--- src/rtl/cdlut_cfg.svh ---
// Constants for the colour depth lookup table block.
// Assumes one 100 MHz clock and an already decoded command/data byte stream.
`ifndef CDLUT_CFG_SVH
`define CDLUT_CFG_SVH

`define CDLUT_CMD_LOAD     8'h2d
`define CDLUT_TONES        16
`define CDLUT_LOAD_LAST    6'h2f
`define CDLUT_GREEN_FIRST  6'h10
`define CDLUT_BLUE_FIRST   6'h20
`define CDLUT_FMT_256      3'h2
`define CDLUT_FMT_4096     3'h3
`define CDLUT_KEEP_RG256   4'h7
`define CDLUT_KEEP_B256    4'h3

`endif

--- src/rtl/cdlut_pkg.sv ---
// Types shared by the colour depth lookup table block.
// Assumes cdlut_cfg.svh supplies the numeric constants.
package cdlut_pkg;

  // One byte from the host interface with its command/data flag
  typedef struct packed {
    logic       is_cmd;
    logic [7:0] data;
  } cdlut_byte_type;

  // Reduced-depth pixel codes, right aligned
  typedef struct packed {
    logic [3:0] red;
    logic [3:0] green;
    logic [3:0] blue;
  } cdlut_code_type;

  // Frame memory native pixel
  typedef struct packed {
    logic [4:0] red;
    logic [5:0] green;
    logic [4:0] blue;
  } cdlut_pixel_type;

  typedef enum logic [1:0] {
    CDLUT_IDLE,
    CDLUT_LOADING,
    CDLUT_OTHER
  } cdlut_state_type;

endpackage

--- src/rtl/cdlut_table.sv ---
// Colour depth conversion lookup table with its command loader.
// Assumes the host byte stream and pixel codes come from same-clock logic.
`timescale 1ns/1ps
`include "cdlut_cfg.svh"

module cdlut_table
  import cdlut_pkg::*;
(
  input  wire logic            clock,
  input  wire logic            resetn,
  input  wire logic            byte_valid,
  input  cdlut_byte_type       byte_in,
  input  wire logic [2:0]      pixel_format,
  input  wire logic            pixel_valid,
  input  cdlut_code_type       pixel_code,
  output logic                 pixel_out_valid,
  output cdlut_pixel_type      pixel_out,
  output logic                 load_busy
);

  // ==========================================================
  // Defaults
  // ==========================================================
  // Code zero maps to zero, otherwise the code is scaled and
  // the low bits filled with ones
  function automatic logic [4:0] def5(input logic [3:0] code);
    def5 = (code == 4'h0) ? 5'h00 : {code, 1'b1};
  endfunction

  function automatic logic [5:0] def6(input logic [3:0] code);
    def6 = (code == 4'h0) ? 6'h00 : {code, 2'b11};
  endfunction

  // Masks a right aligned code down to the bits that a format
  // carries, so that the unused upper entries are never reached
  function automatic logic [3:0] narrow(input logic [3:0] code,
                                        input logic [3:0] keep);
    narrow = code & keep;
  endfunction

  // ==========================================================
  // Storage
  // ==========================================================
  logic [4:0] red_q   [`CDLUT_TONES];
  logic [5:0] green_q [`CDLUT_TONES];
  logic [4:0] blue_q  [`CDLUT_TONES];

  cdlut_state_type state_q;
  logic [5:0]      load_idx_q;

  // ==========================================================
  // Command decoder
  // ==========================================================
  // Byte classification shared by the decoder and the table writers
  logic cmd_seen;
  logic load_cmd_seen;
  logic load_byte;
  logic last_byte;

  assign cmd_seen      = byte_valid && byte_in.is_cmd;
  assign load_cmd_seen = cmd_seen && (byte_in.data == `CDLUT_CMD_LOAD);
  assign load_byte     = byte_valid && !byte_in.is_cmd &&
                         (state_q == CDLUT_LOADING);
  assign last_byte     = load_byte && (load_idx_q == `CDLUT_LOAD_LAST);

  // Decoder state. Any command word ends a load in progress, so a
  // short load leaves the later entries holding their previous
  // values; data bytes seen outside a load are simply ignored
  always_ff @(posedge clock or negedge resetn) begin
    if (!resetn) begin
      state_q <= CDLUT_IDLE;
    end else if (cmd_seen) begin
      if (load_cmd_seen) begin
        state_q <= CDLUT_LOADING;
      end else begin
        state_q <= CDLUT_OTHER;
      end
    end else begin
      case (state_q)
        CDLUT_LOADING: begin
          if (last_byte) begin
            state_q <= CDLUT_OTHER; // Extra bytes are dropped
          end
        end
        default: begin
          state_q <= state_q;
        end
      endcase
    end
  end

  // Tone index. It restarts on every command word, so a new load
  // always begins at the first red entry whatever came before
  always_ff @(posedge clock or negedge resetn) begin
    if (!resetn) begin
      load_idx_q <= 6'h00;
    end else if (cmd_seen) begin
      load_idx_q <= 6'h00;
    end else if (load_byte) begin
      load_idx_q <= load_idx_q + 6'h01;
    end
  end

  // ==========================================================
  // Table writes
  // ==========================================================
  // Bytes are right aligned and their upper bits are ignored. Each
  // colour has a block of its own so that one range can never
  // spill into another
  logic       red_wr;
  logic       green_wr;
  logic       blue_wr;
  logic [3:0] tone_sel;

  assign red_wr   = load_byte && (load_idx_q < `CDLUT_GREEN_FIRST);
  assign green_wr = load_byte && (load_idx_q >= `CDLUT_GREEN_FIRST) &&
                    (load_idx_q < `CDLUT_BLUE_FIRST);
  assign blue_wr  = load_byte && (load_idx_q >= `CDLUT_BLUE_FIRST);
  assign tone_sel = 4'(load_idx_q); // Entry within the colour range

  // Red tones; hardware reset discards whatever the host loaded
  always_ff @(posedge clock or negedge resetn) begin
    if (!resetn) begin
      for (int i = 0; i < `CDLUT_TONES; i++) begin
        red_q[i] <= def5(4'(i));
      end
    end else if (red_wr) begin
      red_q[tone_sel] <= 5'(byte_in.data);
    end
  end

  // Green tones carry one bit more than red and blue
  always_ff @(posedge clock or negedge resetn) begin
    if (!resetn) begin
      for (int i = 0; i < `CDLUT_TONES; i++) begin
        green_q[i] <= def6(4'(i));
      end
    end else if (green_wr) begin
      green_q[tone_sel] <= 6'(byte_in.data);
    end
  end

  // Blue tones; in 256-colour mode only the first four are reachable
  always_ff @(posedge clock or negedge resetn) begin
    if (!resetn) begin
      for (int i = 0; i < `CDLUT_TONES; i++) begin
        blue_q[i] <= def5(4'(i));
      end
    end else if (blue_wr) begin
      blue_q[tone_sel] <= 5'(byte_in.data);
    end
  end

  assign load_busy = (state_q == CDLUT_LOADING);

  // ==========================================================
  // Pixel conversion
  // ==========================================================
  // In 256-colour mode the upper code bits are masked so only
  // the low entries are reachable
  logic [3:0] r_idx;
  logic [3:0] g_idx;
  logic [3:0] b_idx;
  logic       lut_mode;

  always_comb begin
    lut_mode = 1'b1;
    r_idx    = pixel_code.red;
    g_idx    = pixel_code.green;
    b_idx    = pixel_code.blue;
    case (pixel_format)
      `CDLUT_FMT_256: begin
        r_idx = narrow(pixel_code.red, `CDLUT_KEEP_RG256);
        g_idx = narrow(pixel_code.green, `CDLUT_KEEP_RG256);
        b_idx = narrow(pixel_code.blue, `CDLUT_KEEP_B256);
      end
      `CDLUT_FMT_4096: begin
        r_idx = pixel_code.red;
        g_idx = pixel_code.green;
        b_idx = pixel_code.blue;
      end
      default: begin
        lut_mode = 1'b0;
      end
    endcase
  end

  // One take condition for both registers, so strobe and data can
  // never disagree about which pixel was converted
  logic pixel_take;

  assign pixel_take = pixel_valid && lut_mode;

  // Answer strobe: a single-cycle pulse after each converted pixel
  always_ff @(posedge clock or negedge resetn) begin
    if (!resetn) begin
      pixel_out_valid <= 1'b0;
    end else begin
      pixel_out_valid <= pixel_take;
    end
  end

  // Answer data. Other formats pass nothing through here, and the
  // last pixel stays on the outputs until the next one is converted
  always_ff @(posedge clock or negedge resetn) begin
    if (!resetn) begin
      pixel_out <= '0;
    end else if (pixel_take) begin
      pixel_out <= {red_q[r_idx], green_q[g_idx], blue_q[b_idx]};
    end
  end

endmodule

--- config.mk ---
export PLATFORM = sky130hd
export DESIGN_NAME = cdlut_table
export DESIGN_NICKNAME = d
export VERILOG_FILES = /design/src/rtl/cdlut_pkg.sv /design/src/rtl/cdlut_table.sv
export VERILOG_INCLUDE_DIRS = /design/src /design/src/rtl
export SDC_FILE = /design/constraint.sdc
export NUM_CORES = 1
export LEC_CHECK = 0
export BUFFER_PORTS_ARGS = -buffer_cell sky130_fd_sc_hd__buf_2
export CORE_AREA = 4 4 163 165
export DETAILED_ROUTE_END_ITERATION = 8
export DIE_AREA = 0 0 167 169
export PLACE_DENSITY = 0.68
export REMOVE_ABC_BUFFERS = 1
export SYNTH_ARGS = -nofsm -noshare
export SYNTH_HDL_FRONTEND = slang
export SYNTH_SLANG_ARGS = --single-unit
export TNS_END_PERCENT = 30
--- constraint.sdc ---
create_clock -name clock -period 2.6 [get_ports clock]
set_input_delay 0.39 -clock clock [delete_from_list [all_inputs] [get_ports clock]]
set_output_delay 0.39 -clock clock [all_outputs]
set_load 0.05 [all_outputs]
==> impl_metrics.csv <==
group,metric,value,unit
worst_setup_path,critical-path-top-delay-family,"simple AND/OR/NAND/NOR gates",
cells_and_area,final_nets,922,
global_routing,track_usage,21.5,%
clocking,cts_resized,0,
global_routing,grt_max_degree,83,
worst_setup_path,end_kind,"register",
timing,setup_viol,0,
global_routing,grt_pass1_wl,48.1,mm
synthesis,synth_warnings,0,
placed_design,port-buffer-count,45,
cells_and_area,area_growth,12.3,%
synthesis,synthFlopType,"dfstp_2",
global_routing,antenna_found_initial,1,
timing,hold_violations,0,
floorplanning,die-area,28200,um^2
timing,max_freq,434,MHz
cells_and_area,n_antenna_cell,0,
power_and_ir_drop,switching_share,21.1,%
global_routing,grt_overflow,0,
placed_design,dp_hpwl,20.0,mm
synthesis,ys_types,47,
timing,rsz0062_at_grt,"no",
power_and_ir_drop,pwr_density_cell,639,nW/um^2
timing,relSlewSlack,56.4,%
timing,slew_violations,0,
worst_setup_path,startpoint_type,"register",
route,drt-initial-drc-count,367,
route,dr.pass1.iters,4,
floorplanning,die_w,167,um
synthesis,synth-seq-cells,281,
route,vias,7433,
synthesis,synthArstFlopShare,100,%
clocking,clock-sinks,281,
worst_setup_path,crit_path_max_fanout,12,
floorplanning,core.rowCount,58,
placed_design,placedCellCount,1186,
clocking,cts_tree,"built",
placed_design,gp_congestion,0.839,
timing,tightest_slew,0.654,ns
route,drt_wl_total,29.6,mm
synthesis,netlist_area,13600,um^2
run_status,status,"completed",
clocking,cts_buffers,31,
power_and_ir_drop,combinationalPowerShare,3.9,%
worst_setup_path,worstPathCellList,"and4bb_2 -> nor3b_4 -> nand3_1 -> mux2_2",
timing,fin_crit_sh,88.7,%
global_routing,grt_pass1_vias,8334,
cells_and_area,final_area,15200,um^2
floorplanning,coreArea,25000,um^2
synthesis,syn_avg_cell_area,15.9,um^2
clocking,clock_path_buffers,3,
route,drc,0,
clocking,htreeDepth,1,
power_and_ir_drop,p_leak,0.00676,uW
power_and_ir_drop,power.clock.fraction,50.9,%
synthesis,yosysSeqAreaShare,53.3,%
synthesis,synth_edf_count,0,
cells_and_area,fin_util,60.8,%
synthesis,netlist_instances,853,
worst_setup_path,critical_path_arrival,2.75,ns
worst_setup_path,max_stage_delay,0.59,ns
clocking,cts-root-buf,"clkbuf_16",
floorplanning,start_util,54.2,%
worst_setup_path,path_buf_inv,0,
clocking,cts.clk_slew.worst_paths,0.07,ns
floorplanning,io_pins,46,
cells_and_area,layout-drive-gt1-share,70.3,%
flow_run,cap_violations,0,
worst_setup_path,cp_slowest_cell,"nor3b_4",
power_and_ir_drop,ir_worst_vdd,0.626,mV
power_and_ir_drop,power_frac_seq,45.2,%
clocking,worstSkewPairLatency,0.56,ns
worst_setup_path,critPathKind,"register to register",
timing,min_period,2.31,ns
cells_and_area,instances_no_fill,1245,
route,viasPerCell,5.97,
timing,tns,0,ns
worst_setup_path,required,3.04,ns
hold_path,hold_path_class,"primary input to register",
power_and_ir_drop,p_int,7680,uW
floorplanning,die_y,169,um
route,ant_nets,0,
timing,fin_worst_skew,0.0121,ns
placed_design,dpl_cell_area,14000,um^2
power_and_ir_drop,switching_power,2050,uW
route,wl_per_cell,23.8,um
[cell type report]
cell class	instances	area (um^2)
Fill cell	1875	9800
Sequential cell	281	7230
Multi-Input combinational cell	496	5800
Clock buffer	39	877
Timing Repair Buffer	76	596
Tap cell	330	413
Clock inverter	19	305
Inverter	4	15.0
[cell usage after synthesis (all sizes together) (3+ instances only)]
library cell,n,share of area (%)
mux2i,17,1.3
nor2,3,0.083
mux4,64,11
a2bb2oi,5,0.32
clkdlybuf4s50,4,0.33
a22oi,4,0.22
a21boi,5,0.28
dfrtp,125,23
a21oi,6,0.22
bufbuf,3,0.72
inv,4,0.11
o211ai,5,0.28
xor2,4,0.26
nor3,3,0.11
o21ai,14,0.52
nand3,37,3.3
buf,33,1.6
and3,17,0.78
clkbuf,31,1.1
mux2,266,22
dfstp,156,30
nand2,24,0.66
ha,4,0.37
[path summary, 6_finish.rpt]
kind / startpoint / cells past startpoint / endpoint / slack, ns
max: state_q[1] / 4 / red_q[23] / 0.29
min: byte_valid / 2 / load_idx_q[2] / 0.08
max reg2reg: state_q[1] / 4 / red_q[23] / 0.29
min reg2reg: pixel_out[10] / 2 / pixel_out[10] / 0.48
max in group asynchronous: resetn / 3 / green_q[79] / 1.35
min in group asynchronous: resetn / 2 / red_q[79] / 0.40
[per-stage QoR]
stage          setup WS (ns)  hold slack [ns]  total power, uW
6_report               0.294           0.0756             9730
5_1_grt                0.217           0.0662            10100
4_1_cts                0.334           0.0573             9840
3_5_place_dp           0.201            0.426             4860
3_3_place_gp           0.253            0.402             4840
2_1_floorplan         0.0825           0.0944             4560
[registers in the layout (all words and copies together), names as in the netlist]
name             count
blue_q              80
red_q               80
green_q             96
pixel_out           16
pixel_out_valid      1
state_q              2
load_idx_q           6
[power groups by stage]
| stage | clock, uW | sequential, uW | combinational [uW] |
|---|---|---|---|
| 2_1_floorplan | 0 | 4480 | 77.7 |
| 3_3_place_gp | 0 | 4470 | 372 |
| 3_5_place_dp | 0 | 4470 | 384 |
| 4_1_cts | 5050 | 4400 | 386 |
| 5_1_grt | 5280 | 4400 | 413 |
| 6_report | 4950 | 4400 | 375 |
[cell families (layout without fill, tap and decap cells)]
family	after synthesis	count (layout)	share of synthesized area, %
mux	347	347	34.2
compound gates	42	42	2.04
xor+xnor	4	4	0.258
fa+ha+maj	4	4	0.369
flops	281	281	53.3
simple gates	99	99	5.91
buf+inv	76	138	3.94
[cells in the final DEF, fill, tap and decap left out, types with 5 or more instances in the layout]
master	instances
nand3_4	21
clkbuf_16	32
mux2_4	8
a2bb2oi_1	5
a21boi_0	5
buf_4	20
buf_12	10
nand2_1	24
a21oi_1	6
o211ai_1	5
clkbuf_8	5
clkinv_2	8
and3_1	17
mux4_2	64
o21ai_0	14
mux2i_1	17
dfstp_2	156
nand3_1	16
bufinv_16	8
dfrtp_1	125
buf_2	44
mux2_2	258
[repair_timing]
action                                  in CTS  in global routing
buffers inserted                             0                  0
hold endpoints to repair                    34                  0
hold buffers                                 1                  0
endpoints found under the setup margin       0                  0
[routing by layer]
metal | GRT usage [%] | vias to the layer above | routed length, um
li1 | - | 3264 | -
met1 | 29.6 | 3968 | 12400
met2 | 37.1 | 156 | 15200
met3 | 2.99 | 43 | 1410
met4 | 4.09 | 2 | 559
met5 | 0 | - | 7
(Power assumes the default switching activity.)
